$ cat src/rtl/io_pack_regs.svh
// Summary of operation
// decode io, id, interrupt selects and acknowledge
// hold vector, gate event interrupt by enable
// enable, software reset and vector registers here
// id space returns 32x8 read-only bytes
// all registers use an 8-bit data path
// io port data in least significant byte
// interrupt select returns the vector byte
// every cycle completes with zero wait states
// four debounce windows from 8 MHz tick
// debounce runs only with debounce clock enabled
// every input line has its own debounce
// per-channel event interrupts, rising or falling chosen per group of four
// enabled event pulls interrupt request low
// channels grouped into ports of eight
// 32 of 48 controller lines are used
// four unlock writes to port 7 enter enhanced
// enhanced port 7 writes pick bank from bits 7:6
// writing 1 arms, writing 0 clears event
// release request on flag clear or disable
// unimplemented spaces are ignored, never acknowledged
`ifndef IO_PACK_REGS_SVH
`define IO_PACK_REGS_SVH

// ----------------------------------------------------------------
// io space offsets
// ----------------------------------------------------------------
`define OFS_PORT0 6'h00
`define OFS_PORT1 6'h01
`define OFS_PORT3 6'h03
`define OFS_PORT6 6'h06
`define OFS_PORT7 6'h07
`define OFS_IVR 6'h08
`define OFS_IER 6'h09

// ----------------------------------------------------------------
// fields and reset values
// ----------------------------------------------------------------
`define IER_EN_BIT 0
`define IER_SRST_BIT 1
`define DBCLK_EN_BIT 0
`define BANK_LSB 6
`define BANK_STATE 2'h0
`define BANK_EVENT 2'h1
`define BANK_DEBOUNCE 2'h2
`define UNLOCK_B0 8'h07
`define UNLOCK_B1 8'h0D
`define UNLOCK_B2 8'h06
`define UNLOCK_B3 8'h12
`define ACK_IDLE 1'b1
`define IRQ_IDLE 1'b1
`define DB_STABLE 2'h3

// ----------------------------------------------------------------
// timing
// ----------------------------------------------------------------
`define MCLK_PERIOD_PS 5000
`define SYS_CLK_PERIOD_PS 125000
`define DB_STEP0_NS 1000
`define DB_STEP1_NS 16000
`define DB_STEP2_NS 250000
`define DB_STEP3_NS 2000000

// ----------------------------------------------------------------
// identification bytes
// ----------------------------------------------------------------
`define ID_OFS_I 5'h00
`define ID_OFS_P 5'h01
`define ID_OFS_A 5'h02
`define ID_OFS_C 5'h03
`define ID_OFS_MAKER 5'h04
`define ID_OFS_MODEL 5'h05
`define ID_OFS_REV 5'h06
`define ID_OFS_USED 5'h0B
`define ID_ASCII_I 8'h49
`define ID_ASCII_P 8'h50
`define ID_ASCII_A 8'h41
`define ID_ASCII_C 8'h43
`define ID_USED_BYTES 8'h0C

`endif

$ cat src/rtl/io_pack_pkg.sv
package io_pack_pkg;
   typedef enum logic [2:0] {MODE_STD, MODE_U1, MODE_U2, MODE_U3, MODE_ENH} mode_t;

   typedef struct packed {
      logic [4:0] div_cnt;
      logic sys_tick;
      logic [3:0][14:0] step_cnt;
      logic [3:0] step_stb;
      mode_t mode;
      logic [1:0] bank;
      logic [3:0] wmask;
      logic [7:0] pol;
      logic [3:0] db_ctl;
      logic [7:0] db_dur;
      logic dbclk_en;
      logic [31:0] arm;
      logic [31:0] flags;
      logic [31:0] prev;
      logic [7:0] ivr;
      logic ier_en;
      logic [15:0] rdata;
      logic ack_n;
      logic int_req_n;
   } host_state_t;

   typedef struct packed {
      logic level;
      logic [1:0] cnt;
   } debounce_state_t;
endpackage : io_pack_pkg

$ cat src/rtl/input_debounce.sv
`timescale 1ns/100ps
`include "io_pack_regs.svh"
module input_debounce (
   // clock and reset
   input wire logic mclk,
   input wire logic rst_n,
   // control
   input wire logic enable,
   input wire logic sample,
   // line
   input wire logic raw,
   output logic level
);
   import io_pack_pkg::*;

   debounce_state_t r;
   debounce_state_t n;

   always_comb begin
      n = r;
      if (!enable) begin
         n.level = raw;
         n.cnt = '0;
      end else if (sample) begin
         if (raw == r.level) begin
            n.cnt = '0;
         end else if (r.cnt == `DB_STABLE) begin
            n.level = raw;
            n.cnt = '0;
         end else begin
            n.cnt = r.cnt + 2'h1;
         end
      end
   end

   always_ff @(posedge mclk or negedge rst_n) begin
      if (!rst_n) begin
         r <= '0;
      end else begin
         r <= n;
      end
   end

   assign level = r.level;

   // level moves only on a sample step while filtering
   level_hold_a: assert property (@(posedge mclk) disable iff (!rst_n)
      (enable && !sample) |=> $stable(level))
      else $error("debounced level moved without a sample step");
endmodule : input_debounce

$ cat src/rtl/identification_rom.sv
`timescale 1ns/100ps
`include "io_pack_regs.svh"
module identification_rom #(
   // arbitrary neutral identity values
   parameter logic [7:0] MAKER_ID = 8'h5A,
   parameter logic [7:0] MODEL_ID = 8'h3C,
   parameter logic [7:0] REV_ID = 8'h01
) (
   // lookup
   input wire logic [4:0] index,
   output logic [7:0] data
);
   always_comb begin
      case (index)
         `ID_OFS_I: data = `ID_ASCII_I;
         `ID_OFS_P: data = `ID_ASCII_P;
         `ID_OFS_A: data = `ID_ASCII_A;
         `ID_OFS_C: data = `ID_ASCII_C;
         `ID_OFS_MAKER: data = MAKER_ID;
         `ID_OFS_MODEL: data = MODEL_ID;
         `ID_OFS_REV: data = REV_ID;
         `ID_OFS_USED: data = `ID_USED_BYTES;
         default: data = 8'h00;
      endcase
   end
endmodule : identification_rom

$ cat src/rtl/io_pack_host_interface.sv
`timescale 1ns/100ps
`include "io_pack_regs.svh"
module io_pack_host_interface #(
   parameter int DB_STEP0 = `DB_STEP0_NS * 1000 / `SYS_CLK_PERIOD_PS,
   parameter int DB_STEP1 = `DB_STEP1_NS * 1000 / `SYS_CLK_PERIOD_PS,
   parameter int DB_STEP2 = `DB_STEP2_NS * 1000 / `SYS_CLK_PERIOD_PS,
   parameter int DB_STEP3 = `DB_STEP3_NS * 1000 / `SYS_CLK_PERIOD_PS,
   parameter int CHANNELS = 32
) (
   // clock and reset
   input wire logic mclk,
   input wire logic resetn,
   // carrier bus
   input wire logic io_sel_n,
   input wire logic id_sel_n,
   input wire logic int_sel_n,
   input wire logic mem_sel_n,
   input wire logic [5:0] addr,
   input wire logic [15:0] wdata,
   input wire logic wr_stb,
   input wire logic rd_stb,
   output logic [15:0] rdata,
   output logic ack_n,
   // field inputs and interrupt
   input wire logic [CHANNELS-1:0] in_raw,
   output logic int_req_n
);
   import io_pack_pkg::*;

   // ----------------------------------------------------------------
   // constants
   // ----------------------------------------------------------------
   localparam int SYS_DIV = `SYS_CLK_PERIOD_PS / `MCLK_PERIOD_PS;
   localparam int STEP_DIV [4] = '{DB_STEP0, DB_STEP1, DB_STEP2, DB_STEP3};

   // ----------------------------------------------------------------
   // reset release
   // ----------------------------------------------------------------
   logic rst_meta_reg;
   logic rst_n;

   always_ff @(posedge mclk or negedge resetn) begin
      if (!resetn) begin
         rst_meta_reg <= 1'b0;
         rst_n <= 1'b0;
      end else begin
         rst_meta_reg <= 1'b1;
         rst_n <= rst_meta_reg;
      end
   end

   // ----------------------------------------------------------------
   // decode
   // ----------------------------------------------------------------
   host_state_t r;
   host_state_t n;
   logic io_cyc;
   logic id_cyc;
   logic int_cyc;
   logic io_wr;
   logic io_rd;
   logic [1:0] port;
   logic [4:0] lane;
   logic enh;

   // io wins over id, id over interrupt; memory space has no decode at all
   assign io_cyc = !io_sel_n;
   assign id_cyc = io_sel_n && !id_sel_n;
   assign int_cyc = io_sel_n && id_sel_n && !int_sel_n;
   assign io_wr = wr_stb && io_cyc;
   assign io_rd = rd_stb && io_cyc;
   assign port = addr[1:0];
   assign lane = {port, 3'b000};
   assign enh = (r.mode == MODE_ENH);

   // ----------------------------------------------------------------
   // channels
   // ----------------------------------------------------------------
   logic [CHANNELS-1:0] lvl;
   logic [CHANNELS-1:0] hit;
   logic [7:0] id_byte;

   // only the 32 wired lines of the controller exist here
   for (genvar c = 0; c < CHANNELS; c++) begin : g_ch
      localparam int P = c / 8;
      logic stb;
      logic rise;
      logic fall;

      assign stb = r.step_stb[r.db_dur[2*P +: 2]];
      input_debounce u_db (
         .mclk(mclk),
         .rst_n(rst_n),
         .enable(r.db_ctl[P] && r.dbclk_en),
         .sample(stb),
         .raw(in_raw[c]),
         .level(lvl[c])
      );
      assign rise = lvl[c] && !r.prev[c];
      assign fall = !lvl[c] && r.prev[c];
      // polarity bit per group of four; high selects the falling edge
      assign hit[c] = r.arm[c] && (r.pol[c/4] ? fall : rise);
   end

   identification_rom u_rom (
      .index(addr[4:0]),
      .data(id_byte)
   );

   // ----------------------------------------------------------------
   // next state
   // ----------------------------------------------------------------
   always_comb begin
      n = r;
      n.ack_n = `ACK_IDLE;
      n.rdata = '0;

      // 8 MHz system tick and the four debounce sample steps
      n.sys_tick = 1'b0;
      if (r.div_cnt == 5'(SYS_DIV - 1)) begin
         n.div_cnt = '0;
         n.sys_tick = 1'b1;
      end else begin
         n.div_cnt = r.div_cnt + 5'h1;
      end
      for (int k = 0; k < 4; k++) begin
         n.step_stb[k] = 1'b0;
         if (r.sys_tick) begin
            if (r.step_cnt[k] == 15'(STEP_DIV[k] - 1)) begin
               n.step_cnt[k] = '0;
               n.step_stb[k] = 1'b1;
            end else begin
               n.step_cnt[k] = r.step_cnt[k] + 15'h1;
            end
         end
      end

      // event capture disarms the detector until rearmed
      n.prev = lvl;
      n.arm = r.arm & ~hit;

      // writes
      if (io_wr) begin
         if (r.mode != MODE_ENH && addr != `OFS_PORT7 && addr != `OFS_IVR
             && addr != `OFS_IER) begin
            n.mode = MODE_STD;
         end
         case (addr)
            `OFS_IVR: n.ivr = wdata[7:0];
            `OFS_IER: n.ier_en = wdata[`IER_EN_BIT];
            `OFS_PORT7: begin
               case (r.mode)
                  MODE_STD:
                     n.mode = (wdata[7:0] == `UNLOCK_B0) ? MODE_U1 : MODE_STD;
                  MODE_U1:
                     n.mode = (wdata[7:0] == `UNLOCK_B1) ? MODE_U2 : MODE_STD;
                  MODE_U2:
                     n.mode = (wdata[7:0] == `UNLOCK_B2) ? MODE_U3 : MODE_STD;
                  MODE_U3:
                     n.mode = (wdata[7:0] == `UNLOCK_B3) ? MODE_ENH : MODE_STD;
                  MODE_ENH: begin
                     n.bank = wdata[`BANK_LSB +: 2];
                     if (r.bank == `BANK_STATE) begin
                        n.wmask = wdata[3:0];
                     end
                  end
                  default: n.mode = MODE_STD;
               endcase
            end
            `OFS_PORT6: begin
               if (enh && r.bank == `BANK_EVENT) begin
                  n.pol = wdata[7:0];
               end
            end
            default: begin
               if (enh && addr[5:2] == 4'h0) begin
                  if (r.bank == `BANK_EVENT) begin
                     // a one arms; a zero drops the flag and leaves it disarmed
                     n.arm[lane +: 8] = wdata[7:0];
                     n.flags[lane +: 8] = r.flags[lane +: 8] & wdata[7:0];
                  end else if (r.bank == `BANK_DEBOUNCE) begin
                     case (addr)
                        `OFS_PORT0: n.db_ctl = wdata[3:0];
                        `OFS_PORT1: n.db_dur = wdata[7:0];
                        `OFS_PORT3: n.dbclk_en = wdata[`DBCLK_EN_BIT];
                        default: n.db_ctl = r.db_ctl;
                     endcase
                  end
               end
            end
         endcase
      end

      // a captured edge beats a clear in the same cycle
      n.flags = n.flags | hit;

      // controller reset from software keeps the vector; enable takes bit 0 of the same write
      if (io_wr && addr == `OFS_IER && wdata[`IER_SRST_BIT]) begin
         n.mode = MODE_STD;
         n.bank = `BANK_STATE;
         n.wmask = '0;
         n.pol = '0;
         n.db_ctl = '0;
         n.db_dur = '0;
         n.dbclk_en = 1'b0;
         n.arm = '0;
         n.flags = '0;
      end

      // reads: byte lane only, upper lane stays zero
      if (io_rd) begin
         case (addr)
            `OFS_IVR: n.rdata[7:0] = r.ivr;
            `OFS_IER: n.rdata[`IER_EN_BIT] = r.ier_en;
            `OFS_PORT7: n.rdata[7:0] = enh ? {r.bank, 2'b00, r.wmask} : 8'h00;
            default: begin
               if (addr[5:2] == 4'h0) begin
                  if (enh && r.bank == `BANK_EVENT) begin
                     n.rdata[7:0] = r.flags[lane +: 8];
                  end else if (enh && r.bank == `BANK_DEBOUNCE) begin
                     case (addr)
                        `OFS_PORT0: n.rdata[3:0] = r.db_ctl;
                        `OFS_PORT1: n.rdata[7:0] = r.db_dur;
                        `OFS_PORT3: n.rdata[`DBCLK_EN_BIT] = r.dbclk_en;
                        default: n.rdata = '0;
                     endcase
                  end else begin
                     n.rdata[7:0] = lvl[lane +: 8];
                  end
               end
            end
         endcase
      end else if (rd_stb && id_cyc) begin
         n.rdata[7:0] = id_byte;
      end else if (rd_stb && int_cyc) begin
         n.rdata[7:0] = r.ivr;
      end

      // one acknowledge the cycle after each io, id or interrupt strobe, never a wait
      if ((rd_stb || wr_stb) && (io_cyc || id_cyc || int_cyc)) begin
         n.ack_n = 1'b0;
      end

      n.int_req_n = !(r.ier_en && |r.flags);
   end

   always_ff @(posedge mclk or negedge rst_n) begin
      if (!rst_n) begin
         r <= '0;
         r.ack_n <= `ACK_IDLE;
         r.int_req_n <= `IRQ_IDLE;
      end else begin
         r <= n;
      end
   end

   assign rdata = r.rdata;
   assign ack_n = r.ack_n;
   assign int_req_n = r.int_req_n;

   // ----------------------------------------------------------------
   // checks
   // ----------------------------------------------------------------
   // back-to-back strobes keep the acknowledge low for another cycle
   ack_timing_a: assert property (@(posedge mclk) disable iff (!rst_n)
      ((rd_stb || wr_stb) && !io_sel_n)
      |=> !ack_n ##1 (ack_n || $past(rd_stb || wr_stb)))
      else $error("io cycle not acknowledged in the next cycle");

   mem_ignore_a: assert property (@(posedge mclk) disable iff (!rst_n)
      ((rd_stb || wr_stb) && !mem_sel_n && io_sel_n && id_sel_n && int_sel_n)
      |=> ack_n)
      else $error("memory space cycle was acknowledged");

   upper_lane_a: assert property (@(posedge mclk) disable iff (!rst_n)
      rdata[15:8] == 8'h00)
      else $error("upper data byte not zero");

   vector_read_a: assert property (@(posedge mclk) disable iff (!rst_n)
      (rd_stb && int_cyc) |=> (rdata[7:0] == $past(r.ivr)) && !ack_n)
      else $error("interrupt select did not return the vector");

   irq_assert_a: assert property (@(posedge mclk) disable iff (!rst_n)
      (r.ier_en && |r.flags) |=> !int_req_n)
      else $error("enabled event did not raise the request");

   irq_release_a: assert property (@(posedge mclk) disable iff (!rst_n)
      (!r.ier_en || r.flags == '0) |=> int_req_n)
      else $error("request held without an enabled flag");

   bank_select_a: assert property (@(posedge mclk) disable iff (!rst_n)
      (io_wr && addr == `OFS_PORT7 && enh) |=> r.bank == $past(wdata[7:6]))
      else $error("bank not taken from bits 7:6");

   sw_reset_a: assert property (@(posedge mclk) disable iff (!rst_n)
      (io_wr && addr == `OFS_IER && wdata[`IER_SRST_BIT])
      |=> (r.mode == MODE_STD) && (r.ivr == $past(r.ivr)) && (r.flags == '0))
      else $error("software reset wrong or touched the vector");

   unlock_a: assert property (@(posedge mclk) disable iff (!rst_n)
      (io_wr && addr == `OFS_PORT7 && r.mode == MODE_U3 && wdata[7:0] == `UNLOCK_B3)
      |=> enh && r.bank == `BANK_STATE)
      else $error("unlock sequence did not enter enhanced mode");

   // a software reset in the same cycle overrides the capture, and an arm write overrides the disarm
   event_set_a: assert property (@(posedge mclk) disable iff (!rst_n)
      (|hit && !io_wr)
      |=> ((r.flags & $past(hit)) == $past(hit)) && ((r.arm & $past(hit)) == '0))
      else $error("captured event not flagged or still armed");

   id_read_a: assert property (@(posedge mclk) disable iff (!rst_n)
      (rd_stb && id_cyc) |=> (rdata[7:0] == $past(id_byte)) && !ack_n)
      else $error("id space read did not return the rom byte");

   stray_ack_a: assert property (@(posedge mclk) disable iff (!rst_n)
      !(rd_stb || wr_stb) |=> ack_n)
      else $error("acknowledge without a strobe");

   read_idle_a: assert property (@(posedge mclk) disable iff (!rst_n)
      !rd_stb |=> (rdata == 16'h0000))
      else $error("read data not zero outside a read answer");

   raw_follow_a: assert property (@(posedge mclk) disable iff (!rst_n)
      !r.dbclk_en |=> (lvl == $past(in_raw)))
      else $error("input level filtered without the debounce clock");

   int_write_a: assert property (@(posedge mclk) disable iff (!rst_n)
      (wr_stb && int_cyc) |=> (r.ivr == $past(r.ivr)))
      else $error("interrupt select write changed the vector");

   flag_clear_a: assert property (@(posedge mclk) disable iff (!rst_n)
      (io_wr && enh && r.bank == `BANK_EVENT && addr == `OFS_PORT0
       && wdata[7:0] == 8'h00 && hit[7:0] == 8'h00)
      |=> (r.flags[7:0] == 8'h00) && (r.arm[7:0] == 8'h00))
      else $error("zero write left a flag or an armed detector");

   pol_write_a: assert property (@(posedge mclk) disable iff (!rst_n)
      (io_wr && enh && r.bank == `BANK_EVENT && addr == `OFS_PORT6)
      |=> (r.pol == $past(wdata[7:0])))
      else $error("polarity write not taken");
endmodule : io_pack_host_interface

$ cat config.mk
export PLATFORM = sky130hd
export DESIGN_NAME = io_pack_host_interface
export DESIGN_NICKNAME = d
export VERILOG_FILES = /design/src/rtl/io_pack_pkg.sv /design/src/rtl/input_debounce.sv /design/src/rtl/identification_rom.sv /design/src/rtl/io_pack_host_interface.sv
export VERILOG_INCLUDE_DIRS = /design/src /design/src/rtl
export SDC_FILE = /design/constraint.sdc
export NUM_CORES = 1
export LEC_CHECK = 0
export BUFFER_PORTS_ARGS = -buffer_cell sky130_fd_sc_hd__buf_2
export CAP_MARGIN = 30
export CORE_MARGIN = 4
export CORE_UTILIZATION = 40
export DETAILED_ROUTE_END_ITERATION = 16
export SYNTH_ARGS = -nofsm -noshare
export SYNTH_HDL_FRONTEND = slang
export SYNTH_HIERARCHICAL = 1
export SYNTH_SLANG_ARGS = --single-unit
$ cat constraint.sdc
create_clock -name mclk -period 9.1 [get_ports mclk]
set_clock_uncertainty 0.1 [all_clocks]
set_input_delay 2.275 -clock mclk [delete_from_list [all_inputs] [get_ports mclk]]
set_output_delay 2.275 -clock mclk [all_outputs]
set_load 0.005 [all_outputs]
==> impl_metrics.json, run 1 <==
{
  "drc_errors": 0,
  "routed_wl_um": 41400,
  "core_region_area_sq_um": 41100,
  "clkLatencyLatePin_ps": 550,
  "design.portCount": 80,
  "synth-main-ff-cell": "sky130_fd_sc_hd__dfrtp_1",
  "h-tree-depth": 2,
  "synth_edf_count": 0,
  "cts_resized": 0,
  "timing.final.hold_violations": 0,
  "largest-register": "r",
  "detailedRoute.firstIterationViolations": 1041,
  "areaGrowthSynthToFinish_pct": 11.9,
  "compound_gate_portion_of_the_synthesized_area_pct": 13.2,
  "pin_count_of_the_biggest_net_entering_global_routing": 81,
  "critical_path_class": "input port to register",
  "num_rows": 74,
  "leakage_nw": 8.17,
  "antenna_violating_nets_post_route": 0,
  "fp.dieH_um": 213,
  "critical_path.cell_chain": "buf_2 > ha_1 > and2_0 > nand3_1 > or3_1 > a31oi_1",
  "synth_adder_area_share_pct": 3.20,
  "finalCritPeriodShare_pct": 52.6,
  "finish_stage_setup_viols": 0,
  "numPortBuffers": 62,
  "largest_reg_flops": 205,
  "clockRootBuffer": "sky130_fd_sc_hd__clkbuf_16",
  "final_max_slew_viol_count": 0,
  "finalInstanceArea_sq_um": 18700,
  "cts.clk_slew.worst_paths_ps": 60,
  "min_path_type": "register to register",
  "syn_inst": 1596,
  "max-slew-margin-rel_pct": 34.6,
  "worstPathBufferInverterCount": 1,
  "via_density_per_instance": 5.63,
  "cts_setup_buffers": 0,
  "die_area_sq_um": 45200,
  "hold_start": "rst_meta_reg",
  "antennaDiodeCount": 0,
  "cp_delay_by_family_top": "simple AND/OR/NAND/NOR gates",
  "netlist_area_sq_um": 16700,
  "final_period_minus_worst_setup_slack_ps": 4780,
  "detail_route.wl_per_cell_um": 18.9,
  "hold_depth": 0,
  "final_core_util_pct": 45.5,
  "setup_tns_ps": 0,
  "power_per_cell_area_nw_per_um2": 170,
  "area.sequential_sq_um": 7840,
  "rsz0062_at_grt": "no",
  "critical_path.reg2reg.startpoint": "r[150]",
  "critical_register_to_register_path_endpoint": "r[73]",
  "detailedRoute.firstPassIterationCount": 5,
  "largest_family_of_logic_cells_by_synthesized_area": "simple AND/OR/NAND/NOR gates",
  "count_of_max_cap_constraint_violations": 0,
  "clock_sinks": 313,
  "die_w_um": 213,
  "timing.critical_path.slowest_cell_delay_ps": 680,
  "synth.yosys.seq_area_share_pct": 46.8,
  "ctsLongestPathBuffers": 3,
  "synthXorXnorAreaFrac_pct": 4.13,
  "floorplan.initialDensity_pct": 40.7,
  "first_global_vias": 12200,
  "cts-hold-fix-buffers": 0,
  "dpl.hpwl_um": 28100,
  "layout_common_cells": "310 x sky130_fd_sc_hd__dfrtp_1, 167 x sky130_fd_sc_hd__nand2_1, 119 x sky130_fd_sc_hd__nand3_1",
  "synth_simple_gate_area_share_pct": 22.0,
  "antenna_found_initial": 3,
  "layout.filler_cells": 3848,
  "timing.critical_path.to_type": "register",
  "ff2ff_path_depth": 5,
  "synthMuxAreaShare_pct": 7.68,
  "timing.critical_path.required_ps": 9460,
  "max_freq_mhz": 209,
  "grt_overflow_total": 0,
  "hold_path_end": "rst_n",
  "crit_path_start_kind": "input port",
  "worst-slew-pin-transition_ps": 981,
  "cp_max_fo": 24,
  "worst_path_max_delay_cell": "sky130_fd_sc_hd__nand3_1",
  "synth_cell_type_count": 73,
  "layout.nets": 1741,
  "cts_tree": "done",
  "vias": 12400,
  "irDropWorstVdd_mv": 0.115,
  "reg2reg_slack_ps": 6040,
  "critPathArrivalTime_ps": 5140,
  "synth-warning-count": 6,
  "mostFrequentLayoutCell": "sky130_fd_sc_hd__dfrtp_1",
  "run_status": "complete, no violations",
  "layout_cell_share_with_drive_strength_beyond_1_pct": 17.2,
  "cts_bufs_inserted": 37,
  "cell_area_reported_after_detailed_placement_sq_um": 17400,
  "postSynthAreaPerCell_sq_um": 10.5,
  "global_route_wire_length_before_repair_um": 67100,
  "global_route.usage.total_pct": 18.5,
  "async_reset_ff_share_pct": 100,
  "globalplace.congestion": 0.930,
  "synth-seq-cells": 313,
  "multiInputGateArea_sq_um": 8450
}
-- worst reg2reg max path: stages, from the launching register on --
cell                      delay [ps]
sky130_fd_sc_hd__dfrtp_1         420
sky130_fd_sc_hd__or3b_1          520
sky130_fd_sc_hd__nor2_4          430
sky130_fd_sc_hd__nand3_1         740
sky130_fd_sc_hd__or3_1           610
sky130_fd_sc_hd__a31oi_1         160
-- synth_stat cells (20+ instances only) --
cell                       count  area (sq um)
sky130_fd_sc_hd__a21boi_2     32           360
sky130_fd_sc_hd__a21oi_1      97           485
sky130_fd_sc_hd__a31oi_1      35           219
sky130_fd_sc_hd__buf_4        20           150
sky130_fd_sc_hd__clkbuf_1     46           173
sky130_fd_sc_hd__dfrtp_1     311          7780
sky130_fd_sc_hd__ha_1         42           526
sky130_fd_sc_hd__inv_1        23          86.3
sky130_fd_sc_hd__mux2_4       32           480
sky130_fd_sc_hd__mux2i_1      23           230
sky130_fd_sc_hd__nand2_1     167           627
sky130_fd_sc_hd__nand2b_1     32           200
sky130_fd_sc_hd__nand3_1     119           596
sky130_fd_sc_hd__nand3b_1     64           480
sky130_fd_sc_hd__nand4_1      33           206
sky130_fd_sc_hd__nor2_1       72           270
sky130_fd_sc_hd__nor2b_1      40           250
sky130_fd_sc_hd__nor3b_1      32           240
sky130_fd_sc_hd__o21ai_0      54           270
sky130_fd_sc_hd__o41ai_2      32           521
sky130_fd_sc_hd__xnor2_1      60           526
-- report_power, final --
group | switching [mW] | internal [mW] | leakage [nW]
registers | 0.0427 | 1.42 | 4.03
logic | 0.119 | 0.0738 | 3.52
clock network | 0.601 | 0.915 | 0.626
total | 0.762 | 2.41 | 8.17
-- logic make-up (layout without fill, tap and decap cells) --
logic type | Yosys count | count (layout)
buffers and inverters | 105 | 167
muxes | 90 | 90
other | 3 | 10
adders and majority gates | 43 | 43
and+or+nand+nor | 671 | 671
AOI/OAI and AO/OA | 292 | 292
xor gates and xnor gates | 79 | 79
DFF | 313 | 313
-- metal layers --
layer / up-vias / global-route usage [%] / wire length, um
li1: 5878 / - / -
met1: 6061 / 25.2 / 18400
met2: 342 / 29.0 / 18800
met3: 89 / 4.63 / 2700
met4: 6 / 6.55 / 1420
met5: - / 0 / 41
-- through the flow --
stage | setup WS, ps | std cells | power, mW | hold slack, ps
2_1_floorplan | 3880 | 1603 | 1.61 | 231
3_3_place_gp | 3770 | 2128 | 1.68 | 233
3_5_place_dp | 3770 | 2128 | 1.68 | 239
4_1_cts | 4350 | 2195 | 3.22 | 253
5_1_grt | 4100 | 2197 | 3.30 | 269
6_report | 4320 | 2197 | 3.18 | 250
-- cell type report --
type	instances	area share [%]
clock buffers	54	5.99
clock inverters	13	0.675
inverters	25	0.501
multi-input cells	1185	45.1
flip-flops and latches	313	41.9
well taps	532	3.56
repair buffers	75	2.29
-- worst max path at each step --
stage / startpoint / to / slack, ps / depth (start not counted)
finish: addr[0] / r[73] / 4320 / 6
global route: addr[0] / r[71] / 4100 / 6
CTS: addr[0] / r[73] / 4350 / 6
detailed placement: addr[0] / r[68] / 3770 / 6
global placement: addr[0] / r[68] / 3770 / 6
floorplan: rst_n / g_ch[0].u_db/level / 3880 / 0
Note: power is estimated with default switching activity, not from simulation.
==> inputs of run 2 (changes only) <==
- clock period: 9.1 -> 4.2 ns (I/O delays scaled with it)
==> run 2 against run 1 <==
Combinational power increased by 120%. Die area is the same. Global-route usage rose by 0.10 points. Clock power grew 120%. Critical path depth did not move.
==> impl_metrics.json, run 2 (synthesis gave the netlist of run 1 again) <==
{
  "timing.critical_path.required_ps": 4560,
  "first_global_vias": 12200,
  "routed_wl_um": 42100,
  "detailedRoute.firstIterationViolations": 1023,
  "timing.final.hold_violations": 0,
  "power_per_cell_area_nw_per_um2": 367,
  "final_period_minus_worst_setup_slack_ps": 3030,
  "critical_path.reg2reg.startpoint": "r[151]",
  "largest-register": "r",
  "global_route_wire_length_before_repair_um": 67500,
  "rsz0062_at_grt": "no",
  "worst_path_max_delay_cell": "sky130_fd_sc_hd__or4_1",
  "cts_bufs_inserted": 37,
  "cts_resized": 0,
  "areaGrowthSynthToFinish_pct": 13.1,
  "h-tree-depth": 2,
  "antenna_violating_nets_post_route": 0,
  "placed_cells_incl_taps": 2149,
  "cp_max_fo": 27,
  "die_w_um": 213,
  "irDropWorstVdd_mv": 0.292,
  "min_path_type": "input port to asynchronous set/reset pin",
  "layout_cell_share_with_drive_strength_beyond_1_pct": 17.9,
  "grt_overflow_total": 0,
  "ctsLongestPathBuffers": 3,
  "drc_errors": 0,
  "multiInputGateArea_sq_um": 8450,
  "design.portCount": 80,
  "worst-path-stages": 6,
  "timing.critical_path.slowest_cell_delay_ps": 800,
  "antenna_found_initial": 2,
  "run_status": "complete, no violations",
  "timing.critical_path.to_type": "register",
  "critPathArrivalTime_ps": 3400,
  "critical_register_to_register_path_endpoint": "r[85]",
  "worstPathBufferInverterCount": 1,
  "num_rows": 74,
  "die_area_sq_um": 45200,
  "ff2ff_path_depth": 5,
  "pin_count_of_the_biggest_net_entering_global_routing": 65,
  "reg2reg_slack_ps": 1450,
  "count_of_max_cap_constraint_violations": 0,
  "vias": 12500,
  "finalNonFillerCells": 2213,
  "max_freq_mhz": 330,
  "cts.clk_slew.worst_paths_ps": 60,
  "final_core_util_pct": 46.1,
  "layout_common_cells": "310 x sky130_fd_sc_hd__dfrtp_1, 167 x sky130_fd_sc_hd__nand2_1, 119 x sky130_fd_sc_hd__nand3_1",
  "cp_delay_by_family_top": "simple AND/OR/NAND/NOR gates",
  "layout.nets": 1760,
  "largest_reg_flops": 205,
  "numPortBuffers": 62,
  "final_max_slew_viol_count": 0,
  "detail_route.wl_per_cell_um": 19.0,
  "critical_path_class": "input port to register",
  "fp.dieH_um": 213,
  "dpl.hpwl_um": 29100,
  "cts-hold-fix-buffers": 0,
  "clock_sinks": 313,
  "finish_stage_setup_viols": 0,
  "floorplan.initialDensity_pct": 40.7,
  "finalCritPeriodShare_pct": 72.3,
  "via_density_per_instance": 5.65,
  "area.sequential_sq_um": 7840,
  "clkLatencyLatePin_ps": 550,
  "cp_common_cell": "sky130_fd_sc_hd__or4_1",
  "antennaDiodeCount": 0,
  "worst-slew-pin-transition_ps": 875,
  "crit_end": "r[85]",
  "cts_tree": "done",
  "layout.filler_cells": 3832,
  "leakage_nw": 8.27,
  "worstSetupStartpoint": "addr[2]",
  "max-slew-margin-rel_pct": 41.6,
  "critical_path.cell_chain": "buf_2 > or4_1 > nor2_8 > nand3_4 > or4_1 > a31oi_1",
  "clockRootBuffer": "sky130_fd_sc_hd__clkbuf_16",
  "cts_setup_buffers": 0,
  "setup_tns_ps": 0,
  "detailedRoute.firstPassIterationCount": 7,
  "global_route.usage.total_pct": 18.6,
  "mostFrequentLayoutCell": "sky130_fd_sc_hd__dfrtp_1",
  "crit_path_start_kind": "input port",
  "core_region_area_sq_um": 41100,
  "globalplace.congestion": 0.904
}
==> run 2: worst reg2reg max path, cell delays in order, from the launching register on <==
cell and delay (ps):
sky130_fd_sc_hd__dfrtp_1 450, sky130_fd_sc_hd__or3b_1 520, sky130_fd_sc_hd__nor2_4 460, sky130_fd_sc_hd__nand3_4 360
sky130_fd_sc_hd__or4_1 600, sky130_fd_sc_hd__a31oi_1 200
==> run 2: per-stage QoR <==
| stage | worst slack, ps | area [sq um] | hold slack, ps | power (mW) |
|---|---|---|---|---|
| after CTS | 1250 | 18900 | 156 | 7.05 |
| final | 1170 | 18900 | 190 | 6.95 |
| after detailed placement | 670 | 17700 | 241 | 3.66 |
| after global placement | 714 | 17600 | 236 | 3.65 |
| after global routing | 1120 | 18900 | 163 | 7.21 |
| after floorplan | 981 | 16800 | 231 | 3.48 |
==> run 2: where the power goes <==
| group | leakage [nW] | internal (mW) | switching (mW) |
|---|---|---|---|
| Sequential | 4.03 | 3.09 | 0.0955 |
| Clock | 0.608 | 2.04 | 1.30 |
| Combinational | 3.64 | 0.168 | 0.256 |
==> run 2: final cells by class <==
type / instances / share of cell area [%]
Clock buffer: 50 / 5.47
Clock inverter: 14 / 1.18
Sequential cell: 313 / 41.4
Timing Repair Buffer: 94 / 3.32
Inverter: 25 / 0.496
Tap cell: 532 / 3.52
Multi-Input combinational cell: 1185 / 44.6
==> run 2: worst min path at each step <==
| stage | cells after the start | startpoint | slack (ps) | to |
|---|---|---|---|---|
| 2_1_floorplan | 0 | rst_meta_reg | 230 | rst_n |
| 3_3_place_gp | 0 | rst_meta_reg | 240 | rst_n |
| 3_5_place_dp | 0 | rst_meta_reg | 240 | rst_n |
| 4_1_cts | 1 | resetn | 160 | rst_n |
| 5_1_grt | 1 | resetn | 160 | rst_n |
| 6_report | 1 | resetn | 190 | rst_n |
==> run 2: per-layer routing <==
layer,share of wire (%),global-route usage (%),wire length [um],vias to the layer above
li1,-,-,-,5904
met1,44,25.5,18600,6203
met2,47,30.3,19900,308
met3,5.8,3.42,2430,86
met4,2.8,5.69,1200,4
met5,0.059,0,25,-
